File: config.mk
export PLATFORM = sky130hd
export DESIGN_NAME = arf_top
export DESIGN_NICKNAME = d
export VERILOG_FILES = /design/src/arf_regs.v /design/src/arf_match.v /design/src/arf_top.v
export VERILOG_INCLUDE_DIRS = /design/src
export SDC_FILE = /design/constraint.sdc
export NUM_CORES = 1
export LEC_CHECK = 0
export BUFFER_PORTS_ARGS = -buffer_cell sky130_fd_sc_hd__clkbuf_2
export CORE_MARGIN = 2
export CORE_UTILIZATION = 45
export DETAILED_ROUTE_END_ITERATION = 8
export PLACE_DENSITY = 0.76
export SLEW_MARGIN = 20
export SYNTH_ARGS = -nofsm -noshare
export SYNTH_HDL_FRONTEND = slang
export SYNTH_SLANG_ARGS = --single-unit
File: constraint.sdc
create_clock -name aclk -period 7 [get_ports aclk]
set_input_delay 1.4 -clock aclk [delete_from_list [all_inputs] [get_ports aclk]]
set_output_delay 1.4 -clock aclk [all_outputs]
set_load 0.005 [all_outputs]
File: src/arf_defs.vh
// Purpose: constants for the upper source-node request filter
// Assumes: AXI4-Lite register access, 32-bit data, byte addresses
// Notes: Function list of the block follows
// Function
// - Bits 30..0 map nodes 62..32
// - Bit 0 enables node 32
// - Bit 31 accepts all remote buses
// - Remote bus requests unacknowledged unless bit 31
// - Check source ID of physical/receive requests
// - Cleared bit: no acknowledge, no queueing
// - Per-node compare only for local bus
// - Set view and following clear view
// - Filter resets to all zeros
`ifndef ARF_DEFS_VH
`define ARF_DEFS_VH
// ==========================================================
// Register map
`define ARF_OFS_FILTER_SET 12'h100
`define ARF_OFS_FILTER_CLEAR 12'h104
`define ARF_OFS_STATUS 12'h108
`define ARF_FILTER_RESET 32'h00000000
// ==========================================================
// Field layout
`define ARF_BIT_ALL_BUSES 31
`define ARF_NODE_BASE 6'h20
`define ARF_NODE_TOP 6'h3E
`define ARF_LOCAL_BUS 10'h3FF
`define ARF_RESP_OKAY 2'h0
`define ARF_RESP_SLVERR 2'h2
`endif

File: src/arf_regs.v
// Purpose: filter register with set and clear views
// Assumes: strobes are single-cycle, same clock
// Notes: set wins when set and clear hit the same bit
`timescale 1ns/1ps
`default_nettype none
`include "arf_defs.vh"
module arf_regs #(
    parameter WIDTH = 32
) (
    input wire aclk,
    input wire aresetn,
    input wire set_stb,
    input wire clr_stb,
    input wire [WIDTH-1:0] wdata,
    input wire [3:0] wstrb,
    output reg [WIDTH-1:0] filter
);
    // ==========================================================
    // Byte-lane masks
    wire [WIDTH-1:0] lane_mask;
    genvar i;
    generate
        for (i = 0; i < WIDTH; i = i + 1) begin : g_lane
            assign lane_mask[i] = wstrb[i/8];
        end
    endgenerate
    wire [WIDTH-1:0] set_bits = set_stb ? (wdata & lane_mask) : {WIDTH{1'b0}};
    wire [WIDTH-1:0] clr_bits = clr_stb ? (wdata & lane_mask) : {WIDTH{1'b0}};
    // Filter storage
    always @(posedge aclk) begin
        if (!aresetn) begin
            filter <= `ARF_FILTER_RESET;
        end else begin
            filter <= (filter & ~clr_bits) | set_bits;
        end
    end
endmodule
`default_nettype wire

File: src/arf_match.v
// Purpose: decides acceptance of one request source
// Assumes: source bus and node from the packet header
// Notes: purely combinational
`timescale 1ns/1ps
`default_nettype none
`include "arf_defs.vh"
module arf_match (
    input wire [31:0] filter,
    input wire [9:0] src_bus,
    input wire [5:0] src_node,
    input wire [9:0] local_bus,
    output reg accept,
    output reg in_range
);
    reg is_local;
    reg [5:0] idx;
    // Local compare or remote-bus enable
    always @* begin
        is_local = (src_bus == `ARF_LOCAL_BUS) || (src_bus == local_bus);
        idx = src_node - `ARF_NODE_BASE;
        in_range = 1'b1;
        accept = 1'b0;
        if (!is_local) begin
            accept = filter[`ARF_BIT_ALL_BUSES];
        end else if (src_node >= `ARF_NODE_BASE && src_node <= `ARF_NODE_TOP) begin
            accept = filter[idx[4:0]];
        end else begin
            in_range = 1'b0;
        end
    end
endmodule
`default_nettype wire

File: src/arf_top.v
// Purpose: upper source-node request filter with AXI4-Lite access
// Assumes: request strobe and header fields come from same-clock logic
// Notes: answer is registered one cycle after the request
//
// The implementer's own choice: the AXI4-Lite slave port.
`timescale 1ns/1ps
`default_nettype none
`include "arf_defs.vh"
module arf_top (
    input wire aclk,
    input wire aresetn,
    input wire [11:0] s_axi_awaddr,
    input wire s_axi_awvalid,
    output wire s_axi_awready,
    input wire [31:0] s_axi_wdata,
    input wire [3:0] s_axi_wstrb,
    input wire s_axi_wvalid,
    output wire s_axi_wready,
    output reg [1:0] s_axi_bresp,
    output reg s_axi_bvalid,
    input wire s_axi_bready,
    input wire [11:0] s_axi_araddr,
    input wire s_axi_arvalid,
    output wire s_axi_arready,
    output reg [31:0] s_axi_rdata,
    output reg [1:0] s_axi_rresp,
    output reg s_axi_rvalid,
    input wire s_axi_rready,
    input wire [9:0] local_bus,
    input wire req_valid,
    input wire req_to_physical,
    input wire [9:0] req_src_bus,
    input wire [5:0] req_src_node,
    output reg chk_valid,
    output reg chk_accept,
    output reg chk_ack,
    output reg chk_queue,
    output reg chk_in_range
);
    // ==========================================================
    // Write channel capture
    reg aw_held;
    reg [11:0] aw_addr;
    reg w_held;
    reg [31:0] w_data;
    reg [3:0] w_strb;
    wire [31:0] filter;
    assign s_axi_awready = !aw_held && !s_axi_bvalid;
    assign s_axi_wready = !w_held && !s_axi_bvalid;
    wire aw_take = s_axi_awvalid && s_axi_awready;
    wire w_take = s_axi_wvalid && s_axi_wready;
    wire have_aw = aw_held || aw_take;
    wire have_w = w_held || w_take;
    wire [11:0] cur_awaddr = aw_held ? aw_addr : s_axi_awaddr;
    wire [31:0] cur_wdata = w_held ? w_data : s_axi_wdata;
    wire [3:0] cur_wstrb = w_held ? w_strb : s_axi_wstrb;
    wire do_write = have_aw && have_w && !s_axi_bvalid;
    reg set_stb;
    reg clr_stb;
    reg wr_ok;
    // Write address decode
    always @* begin
        set_stb = 1'b0;
        clr_stb = 1'b0;
        wr_ok = 1'b1;
        if ({cur_awaddr[11:2], 2'h0} == `ARF_OFS_FILTER_SET) begin
            set_stb = do_write;
        end else if ({cur_awaddr[11:2], 2'h0} == `ARF_OFS_FILTER_CLEAR) begin
            clr_stb = do_write;
        end else begin
            wr_ok = 1'b0;
        end
    end
    // Holding and response
    always @(posedge aclk) begin
        if (!aresetn) begin
            aw_held <= 1'b0;
            w_held <= 1'b0;
            aw_addr <= 12'h000;
            w_data <= 32'h00000000;
            w_strb <= 4'h0;
            s_axi_bvalid <= 1'b0;
            s_axi_bresp <= `ARF_RESP_OKAY;
        end else begin
            if (do_write) begin
                aw_held <= 1'b0;
                w_held <= 1'b0;
                s_axi_bvalid <= 1'b1;
                s_axi_bresp <= wr_ok ? `ARF_RESP_OKAY : `ARF_RESP_SLVERR;
            end else begin
                if (aw_take) begin
                    aw_held <= 1'b1;
                    aw_addr <= s_axi_awaddr;
                end
                if (w_take) begin
                    w_held <= 1'b1;
                    w_data <= s_axi_wdata;
                    w_strb <= s_axi_wstrb;
                end
                if (s_axi_bvalid && s_axi_bready) begin
                    s_axi_bvalid <= 1'b0;
                end
            end
        end
    end
    // ==========================================================
    // Filter storage
    arf_regs #(.WIDTH(32)) u_regs (
        .aclk(aclk),
        .aresetn(aresetn),
        .set_stb(set_stb),
        .clr_stb(clr_stb),
        .wdata(cur_wdata),
        .wstrb(cur_wstrb),
        .filter(filter)
    );
    // ==========================================================
    // Read channel
    reg [9:0] rej_count;
    assign s_axi_arready = !s_axi_rvalid;
    always @(posedge aclk) begin
        if (!aresetn) begin
            s_axi_rvalid <= 1'b0;
            s_axi_rdata <= 32'h00000000;
            s_axi_rresp <= `ARF_RESP_OKAY;
        end else if (s_axi_arvalid && s_axi_arready) begin
            s_axi_rvalid <= 1'b1;
            s_axi_rresp <= `ARF_RESP_OKAY;
            if ({s_axi_araddr[11:2], 2'h0} == `ARF_OFS_FILTER_SET) begin
                s_axi_rdata <= filter;
            end else if ({s_axi_araddr[11:2], 2'h0} == `ARF_OFS_FILTER_CLEAR) begin
                s_axi_rdata <= filter;
            end else if ({s_axi_araddr[11:2], 2'h0} == `ARF_OFS_STATUS) begin
                s_axi_rdata <= {22'h000000, rej_count};
            end else begin
                s_axi_rdata <= 32'h00000000;
                s_axi_rresp <= `ARF_RESP_SLVERR;
            end
        end else if (s_axi_rvalid && s_axi_rready) begin
            s_axi_rvalid <= 1'b0;
        end
    end
    // ==========================================================
    // Request check
    wire m_accept;
    wire m_in_range;
    arf_match u_match (
        .filter(filter),
        .src_bus(req_src_bus),
        .src_node(req_src_node),
        .local_bus(local_bus),
        .accept(m_accept),
        .in_range(m_in_range)
    );
    // Verdict for each request, one cycle later
    always @(posedge aclk) begin
        if (!aresetn) begin
            chk_valid <= 1'b0;
            chk_accept <= 1'b0;
            chk_ack <= 1'b0;
            chk_queue <= 1'b0;
            chk_in_range <= 1'b0;
            rej_count <= 10'h000;
        end else begin
            chk_valid <= req_valid;
            chk_accept <= req_valid && m_accept;
            chk_ack <= req_valid && m_accept;
            chk_queue <= req_valid && m_accept;
            chk_in_range <= req_valid && m_in_range;
            if (req_valid && m_in_range && !m_accept && rej_count != 10'h3FF) begin
                rej_count <= rej_count + 10'h001;
            end
        end
    end
endmodule
`default_nettype wire

==> run summary, run 1 <==
total gr overflow -> 0
nets@finish -> 937
kind of cell adding the most delay to the critical path -> simple AND/OR/NAND/NOR gates
Static Leak -> 2.815 nW
Final ANT Viol Nets -> 0
ys async rst share -> 0
number of cell rows -> 41
Synth Area in Adders -> 0.002130
Max Root-Sink Buffers -> 2
#FFs+latches synth -> 129
Critical Path RT -> 7.32 ns
largest area contributor in the netlist -> dfxtp_1
Core Region -> 12,670 um^2
Startpoint Class -> input pin
DRT iter0 DRCs -> 398
compound-gate portion of the synthesized area -> 0.1525
# fillers -> 1,189
Cell Area, Placed -> 6594 um^2
IO Pins -> 141
Setup Viol. Count Final -> 0
routed wire length -> 15.42 mm
initial antenna violation count -> 0
final setup margin -> 3.477 ns
Total Die Area -> 13,980 um^2
dpl hpwl -> 10.45 mm
die extent in y -> 118.2 um
# DRC -> 0
commonest non-fill, non-tap cells in the layout -> nand2_1, clkbuf_2, dfxtp_1
pwr/cell area -> 255.5 nW/um^2
Setup Fix Bufs, Post-CTS -> 0
Area contributors post-synth -> dfxtp_1, nand2_1, a21oi_1
Initial Util -> 0.4635
routability-driven placement congestion ratio -> 0.8004
Resized Gates After CTS -> 0
area grow syn2layout -> 22.69%
slew of the pin with the lowest slew margin -> 0.9041 ns
Total Negative Setup Slacks -> 0 ns
register area share after synthesis -> 0.4397
Post-synth EDFFs -> 0
Arrival @ worst endpoint -> 3.84 ns
vias -> 5,416
drt wl/cell -> 15.04 um
Slew headroom -> 0.3966
Syn Inst Count -> 732
MaxCap Viol Count -> 0
width of the die -> 118.2 um
RSZ-0062 raised after global routing -> no
layout cell share with drive strength beyond 1 -> 0.2204
slowest CP cell -> mux4_1
count of pins over their slew limit -> 0
synth unique cells -> 43
Peak Freq -> 283.8 MHz
worst-path fanout max -> 11
clk_lat worst skew -> 0.42 ns
critical-path cell list -> clkbuf_2 > mux4_1 > mux2i_1 > o22ai_1 > nor4_4 > o21ai_2 > or4_1 > a21oi_1
area of the multi-input gates -> 3038 um^2
period utilisation layout -> 0.5033
cell area after layout -> 7206 um^2
root buf cell -> clkbuf_16
All-Layer GR Usage -> 0.2233
hold_ws -> 0.4494 ns
commonest non-fill, non-tap cell in the layout -> nand2_1
XOR/XNOR Fraction of Synth Area -> 0.01790
final count of hold timing violations -> 0
crit path time final -> 3.523 ns
TritonCTS clock tree -> built
clock slew at reported path FFs -> 0.05 ns
hold_buf cts -> 0
Yosys warning count -> 0
largest net degree at the start of global routing -> 68
diodes inserted -> 0
Pre-Repair DR Iteration Count -> 5
status -> finished, final reports clean
simple-gate share of the synthesized area -> 0.2137
vias in the first global route -> 5,031
CP endpoint kind -> flip-flop
first-pass GRT wire length -> 25.26 mm
FF/Latch Area -> 2584 um^2
dpl ws -> 3.074 ns
share of the synthesized area in the top cell type -> 0.4397
synthesized area -> 5873 um^2
Worst Skew -> 0.006825 ns
CP max stage delay -> 0.61 ns
via density per instance -> 5.284
Avg Inst Size Synth -> 8.023 um^2
maximum VDD drop -> 0.1343 mV
port bufs -> 133
Buf/Inv on CP -> 1
mux contribution to synthesized area -> 0.1287
clk sink count -> 129
cts bufs inserted -> 17
ys flop type -> dfxtp_1
critical path class -> input pin to flip-flop
Max H-tree Level -> 4
largest family of logic cells by synthesized area -> simple AND/OR/NAND/NOR gates
Worst Hold Class -> flip-flop to flip-flop
where the power goes:
group / internal [mW] / leakage [nW] / switching [mW]
registers: 0.753 / 1.05 / 0.0119
clock network: 0.578 / 0.295 / 0.331
logic: 0.0662 / 1.47 / 0.100
total: 1.40 / 2.81 / 0.444
tightest hold or removal path, delay by kind of cell, from the launching register on:
family           cells  cell delay [ns]
AO/OA/AOI/OAI        1             0.05
AND/OR/NAND/NOR      1             0.05
flip-flops           1             0.30
final timing paths:
path	start	depth (start not counted)	slack, ns	to
worst min register to register	s_axi_rdata[10]	2	0.45	s_axi_rdata[10]
worst max-delay path	req_src_node[0]	8	3.48	rej_count[5]
worst max register to register	aw_held	6	4.31	u_regs.filter[15]
worst min-delay path	s_axi_rdata[10]	2	0.45	s_axi_rdata[10]
cell usage after synthesis (3+ instances only):
cell type / n
clkbuf_1: 42
nand4_1: 3
mux4_2: 3
dfxtp_1: 129
buf_4: 6
mux2_2: 5
a211oi_1: 3
o21ai_0: 36
mux4_1: 5
nor2_1: 70
nor4_1: 7
a21oi_1: 117
xor2_1: 12
nand2b_1: 3
nand2_1: 167
mux2i_1: 50
nor4b_1: 4
inv_1: 8
nand3_1: 27
nor3_1: 3
logic make-up (layout without fill, tap and decap cells):
logic type                 count (synthesis)  count (layout)
and+or+nand+nor                          296             296
AOI/OAI and AO/OA                        170             170
DFF                                      129             129
muxes                                     63              63
buffers and inverters                     60             180
xor gates and xnor gates                  12              12
adders and majority gates                  1               1
other                                      1               2
registers in the layout, indices dropped and copies added, names as in the netlist:
signal	flops
s_axi_rdata	32
u_regs.filter	32
w_data	32
aw_addr	10
rej_count	10
w_strb	4
aw_held	1
chk_in_range	1
chk_queue	1
chk_valid	1
s_axi_bresp	1
s_axi_bvalid	1
s_axi_rresp	1
s_axi_rvalid	1
w_held	1
metrics by stage:
step / power (mW) / utilization / instances
after global placement: 0.9435 / 0.5204 / 994
after detailed placement: 0.9459 / 0.5204 / 994
final: 1.841 / 0.5687 / 1025
after floorplan: 0.8844 / - / 733
after CTS: 1.851 / 0.5687 / 1025
after global routing: 1.906 / 0.5687 / 1025
layout make-up:
cell class | count | share of cell area
Clock inverter | 12 | 0.02205
Tap cell | 172 | 0.02987
Sequential cell | 129 | 0.3586
Clock buffer | 19 | 0.06286
Inverter | 8 | 0.004341
Multi-Input combinational cell | 544 | 0.4216
Timing Repair Buffer | 141 | 0.1007
layer usage:
layer / global-route usage / up-vias / routed length [um]
met5: 0 / - / 0
met4: 0.05196 / 0 / 131
met3: 0.06515 / 9 / 1086
met2: 0.3367 / 201 / 6889
met1: 0.3147 / 2478 / 7309
li1: - / 2728 / -
(Power assumes the default switching activity.)
==> run 2: changes to the inputs <==
--- a/config.mk
+++ b/config.mk
@@ -10,7 +10,7 @@
 export CORE_MARGIN = 2
 export CORE_UTILIZATION = 45
 export DETAILED_ROUTE_END_ITERATION = 8
-export PLACE_DENSITY = 0.76
+export PLACE_DENSITY = 0.79
 export SLEW_MARGIN = 20
 export SYNTH_ARGS = -nofsm -noshare
 export SYNTH_HDL_FRONTEND = slang
==> constraint.sdc (replaced) <==
create_clock -name aclk -period 2.85 [get_ports aclk]
set_input_delay 0.57 -clock aclk [delete_from_list [all_inputs] [get_ports aclk]]
set_output_delay 0.57 -clock aclk [all_outputs]
set_load 0.005 [all_outputs]
==> run 2 against run 1 <==
Compared with the run above:
- utilization up 0.25 points
- critical path depth unchanged
- power up 140%
- sequential power up 150%
- global-route usage about the same
- critical endpoint unchanged
- largest cell class unchanged
==> run summary, run 2 (same netlist as run 1, synthesis figures left out) <==
status -> finished, final reports clean
Core Region -> 12,670 um^2
critical-path cell list -> clkbuf_2 > mux4_1 > mux2i_1 > o22ai_1 > nor4_4 > o21ai_2 > or4_1 > a21oi_1
routability-driven placement congestion ratio -> 0.8305
first-pass GRT wire length -> 25.20 mm
clk_lat worst skew -> 0.41 ns
root buf cell -> clkbuf_16
Total Negative Setup Slacks -> 0 ns
top flop regs -> s_axi_rdata (32), u_regs.filter (32), w_data (32)
slowest CP cell -> mux4_1
area grow syn2layout -> 23.22%
Max Root-Sink Buffers -> 2
non-filler cells, final -> 1,031
maximum VDD drop -> 0.3709 mV
hold_buf cts -> 0
kind of cell adding the most delay to the critical path -> simple AND/OR/NAND/NOR gates
Static Leak -> 2.831 nW
vias in the first global route -> 5,187
crit path time final -> 2.406 ns
clock slew at reported path FFs -> 0.06 ns
routed wire length -> 15.49 mm
Initial Util -> 0.4635
worst-path fanout max -> 8
Worst Hold Class -> input pin to flip-flop
final count of hold timing violations -> 0
Total Die Area -> 13,980 um^2
MaxCap Viol Count -> 0
# fillers -> 1,152
RSZ-0062 raised after global routing -> no
Max H-tree Level -> 4
pwr/cell area -> 616.6 nW/um^2
crit path from -> req_src_node[0]
Placed Cells -> 999
via density per instance -> 5.339
total gr overflow -> 0
Final ANT Viol Nets -> 0
Pre-Repair DR Iteration Count -> 5
Util after Layout -> 0.5711
Critical Path RT -> 3.19 ns
critical path class -> input pin to flip-flop
count of pins over their slew limit -> 0
Startpoint Class -> input pin
Peak Freq -> 415.6 MHz
period utilisation layout -> 0.8443
reg2reg start -> u_regs.filter[20]
port bufs -> 133
initial antenna violation count -> 0
Setup Viol. Count Final -> 0
commonest non-fill, non-tap cells in the layout -> nand2_1, clkbuf_2, dfxtp_1
Setup Fix Bufs, Post-CTS -> 0
# DRC -> 0
vias -> 5,505
commonest non-fill, non-tap cell in the layout -> nand2_1
diodes inserted -> 0
largest net degree at the start of global routing -> 89
width of the die -> 118.2 um
drt wl/cell -> 15.03 um
CP max stage delay -> 0.60 ns
Slew headroom -> 0.5748
CP endpoint kind -> flip-flop
All-Layer GR Usage -> 0.2231
TritonCTS clock tree -> built
DRT iter0 DRCs -> 442
Buf/Inv on CP -> 1
clk sink count -> 129
slew of the pin with the lowest slew margin -> 0.6359 ns
dpl hpwl -> 10.71 mm
cts bufs inserted -> 17
Worst Skew -> 0.01171 ns
die extent in y -> 118.2 um
layout cell share with drive strength beyond 1 -> 0.2235
Arrival @ worst endpoint -> 2.74 ns
IO Pins -> 141
Hold Startpoint -> s_axi_rready
number of cell rows -> 41
Resized Gates After CTS -> 0
nets@finish -> 942
run 2: cell count changes in the layout (fill, tap and decap cells not counted), sizes merged:
cell      delta
bufinv       -1
clkbuf       +4
clkinvlp     +2
clkinv       -3
buf          +5
inv          -1
run 2: area by class of cell:
class / instances / area [um^2] / area share
Clock inverter: 9 / 105.1 / 0.01452
Multi-Input combinational cell: 544 / 3038 / 0.4198
Sequential cell: 129 / 2584 / 0.3570
Inverter: 8 / 31.28 / 0.004322
Tap cell: 172 / 215.2 / 0.02974
Clock buffer: 23 / 488.0 / 0.06743
Timing Repair Buffer: 146 / 775.7 / 0.1072
run 2: worst reg2reg max path, cell delays in order, from the launching register on:
cell and delay [ns]:
dfxtp_1 0.36, mux4_1 0.51, mux2i_1 0.18, o22ai_1 0.15
nor4_4 0.27, o21ai_2 0.11, or4_1 0.49, a21oi_1 0.14
run 2: final timing paths:
path	slack, ns	cells after the start	to
max reg2reg	0.57	7	rej_count[5]
min	0.33	2	s_axi_rvalid
min reg2reg	0.45	2	s_axi_rdata[18]
max	0.44	8	rej_count[5]
run 2: power breakdown:
group          leakage [nW]  internal, mW  switching (mW)
combinational          1.50         0.167           0.241
clock                 0.281          1.37           0.793
sequential             1.05          1.85          0.0352
run 2: metrics by stage:
step           power (mW)  hold WS (ns)  setup slack (ns)  instance area [um^2]
2_1_floorplan       2.172        0.4329            0.1785                  5877
5_1_grt             4.600        0.3262            0.2975                  7237
3_5_place_dp        2.328        0.4443           0.03975                  6644
3_3_place_gp        2.321        0.4388           0.08807                  6644
6_report            4.462        0.3313            0.4437                  7237
4_1_cts             4.478        0.3224            0.4620                  7237
run 2: per-layer routing:
metal	vias to the layer above	routed length [um]	global-route usage
li1	2732	-	-
met1	2559	6912	0.2916
met4	0	181	0.06250
met2	200	7260	0.3656
met3	14	1137	0.05550
met5	-	0	0
==> run 3: changes to the inputs <==
--- a/config.mk
+++ b/config.mk
@@ -10,7 +10,7 @@
 export CORE_MARGIN = 2
 export CORE_UTILIZATION = 45
 export DETAILED_ROUTE_END_ITERATION = 8
-export PLACE_DENSITY = 0.79
+export PLACE_DENSITY = 0.76
 export SLEW_MARGIN = 20
 export SYNTH_ARGS = -nofsm -noshare
 export SYNTH_HDL_FRONTEND = slang
==> constraint.sdc (replaced) <==
create_clock -name aclk -period 2.4 [get_ports aclk]
set_input_delay 0.48 -clock aclk [delete_from_list [all_inputs] [get_ports aclk]]
set_output_delay 0.48 -clock aclk [all_outputs]
set_load 0.005 [all_outputs]
==> run 3 against run 2 <==
Compared with the run above:
- die area did not move
- routed wire length decreased by 0.29%
- setup slack got worse by 0.33 ns
- critical path depth decreased by 1
- clock skew down 0.0048 ns
- utilization up 1.1 points
- non-clock buffer count up 19
- critical endpoint unchanged
==> run summary, run 3 (same netlist as run 1, synthesis figures left out) <==
MaxCap Viol Count -> 0
clk_lat worst skew -> 0.42 ns
DRT iter0 DRCs -> 479
vias in the first global route -> 5,063
layout cell share with drive strength beyond 1 -> 0.2528
crit path time final -> 2.286 ns
Worst Skew -> 0.006906 ns
Final ANT Viol Nets -> 0
Static Leak -> 2.887 nW
top flop regs -> s_axi_rdata (32), u_regs.filter (32), w_data (32)
root buf cell -> clkbuf_16
area grow syn2layout -> 25.63%
Max Root-Sink Buffers -> 2
Worst Hold Path Cells -> 2
vias -> 5,542
dpl hpwl -> 10.82 mm
Total Die Area -> 13,980 um^2
TritonCTS clock tree -> built
commonest non-fill, non-tap cell in the layout -> nand2_1
All-Layer GR Usage -> 0.2214
hold endpoint -> s_axi_rvalid
slew of the pin with the lowest slew margin -> 0.6517 ns
nets@finish -> 961
Slew headroom -> 0.5642
clock slew at reported path FFs -> 0.06 ns
commonest non-fill, non-tap cells in the layout -> nand2_1, clkbuf_2, dfxtp_1
cts bufs inserted -> 17
via density per instance -> 5.278
CP endpoint kind -> flip-flop
# DRC -> 0
routability-driven placement congestion ratio -> 0.8014
non-filler cells, final -> 1,050
hold_buf cts -> 0
Arrival @ worst endpoint -> 2.64 ns
Critical Path RT -> 2.75 ns
R2R setup slack -> 0.11 ns
initial antenna violation count -> 0
maximum VDD drop -> 0.3717 mV
number of cell rows -> 41
Setup Viol. Count Final -> 0
worst-path fanout max -> 5
worst r2r path cells -> 7
first-pass GRT wire length -> 25.12 mm
clk sink count -> 129
Initial Util -> 0.4635
status -> finished, final reports clean
Peak Freq -> 437.5 MHz
Core Region -> 12,670 um^2
critical path class -> flip-flop to flip-flop
pwr/cell area -> 710.7 nW/um^2
reg2reg start -> u_regs.filter[23]
count of pins over their slew limit -> 0
diodes inserted -> 0
RSZ-0062 raised after global routing -> no
drt wl/cell -> 14.71 um
IO Pins -> 141
period utilisation layout -> 0.9523
Resized Gates After CTS -> 0
hold_ws -> 0.2482 ns
Pre-Repair DR Iteration Count -> 5
final count of hold timing violations -> 0
Worst Hold Class -> input pin to flip-flop
FF-to-FF End -> rej_count[5]
Setup Fix Bufs, Post-CTS -> 0
port bufs -> 133
routed wire length -> 15.45 mm
Total Negative Setup Slacks -> 0 ns
Placed Cells -> 1,018
Max H-tree Level -> 4
Startpoint Class -> flip-flop
largest net degree at the start of global routing -> 67
total gr overflow -> 0
die extent in y -> 118.2 um
width of the die -> 118.2 um
Hold Startpoint -> s_axi_rready
run 3: how the worst max path moves through the flow:
stage               cells after the start      endpoint         startpoint
finish                                  7  rej_count[5]  u_regs.filter[23]
global route                            9  rej_count[5]    req_src_node[0]
detailed placement                      9  rej_count[5]    req_src_node[0]
floorplan                               9  rej_count[7]    req_src_node[0]
CTS                                     7  rej_count[5]  u_regs.filter[23]
global placement                        8  rej_count[5]    req_src_node[0]
run 3: area by class of cell:
cell class / count / area [um^2]
Multi-Input combinational cell: 544 / 3043
Timing Repair Buffer: 165 / 933.4
Clock buffer: 19 / 432.9
Inverter: 8 / 31.28
Fill cell: 1152 / 5293
Sequential cell: 129 / 2585
Clock inverter: 13 / 137.6
Tap cell: 172 / 215.2
run 3: layer usage:
| metal | up-vias | part of all wire | global-route usage |
|---|---|---|---|
| met5 | - | 0 | 0 |
| met4 | 0 | 0.011 | 0.06024 |
| met1 | 2540 | 0.46 | 0.3056 |
| met3 | 15 | 0.071 | 0.04971 |
| met2 | 210 | 0.46 | 0.3483 |
| li1 | 2777 | - | - |
run 3: metrics by stage:
step	util	cell area [um^2]	power [mW]	setup slack, ns
floorplan	-	5888	2.582	-0.1074
global route	0.5823	7378	5.413	0.03617
finish	0.5823	7378	5.244	0.1145
detailed placement	0.5365	6798	2.782	-0.3004
global placement	0.5365	6798	2.773	-0.2557
CTS	0.5815	7368	5.265	0.1081
run 3: worst max-delay path, stage by stage (launching register included):
cell and delay, ns:
dfxtp_1 0.32, mux4_2 0.47, mux2i_1 0.25, o22ai_2 0.15, nor4_4 0.26, o21ai_2 0.12, or4_4 0.52, a21oi_2 0.12
run 3: report_power, final:
group | internal, mW | switching [mW]
clock | 1.53 | 0.973
combinational | 0.210 | 0.294
sequential | 2.20 | 0.0424
total | 3.93 | 1.31
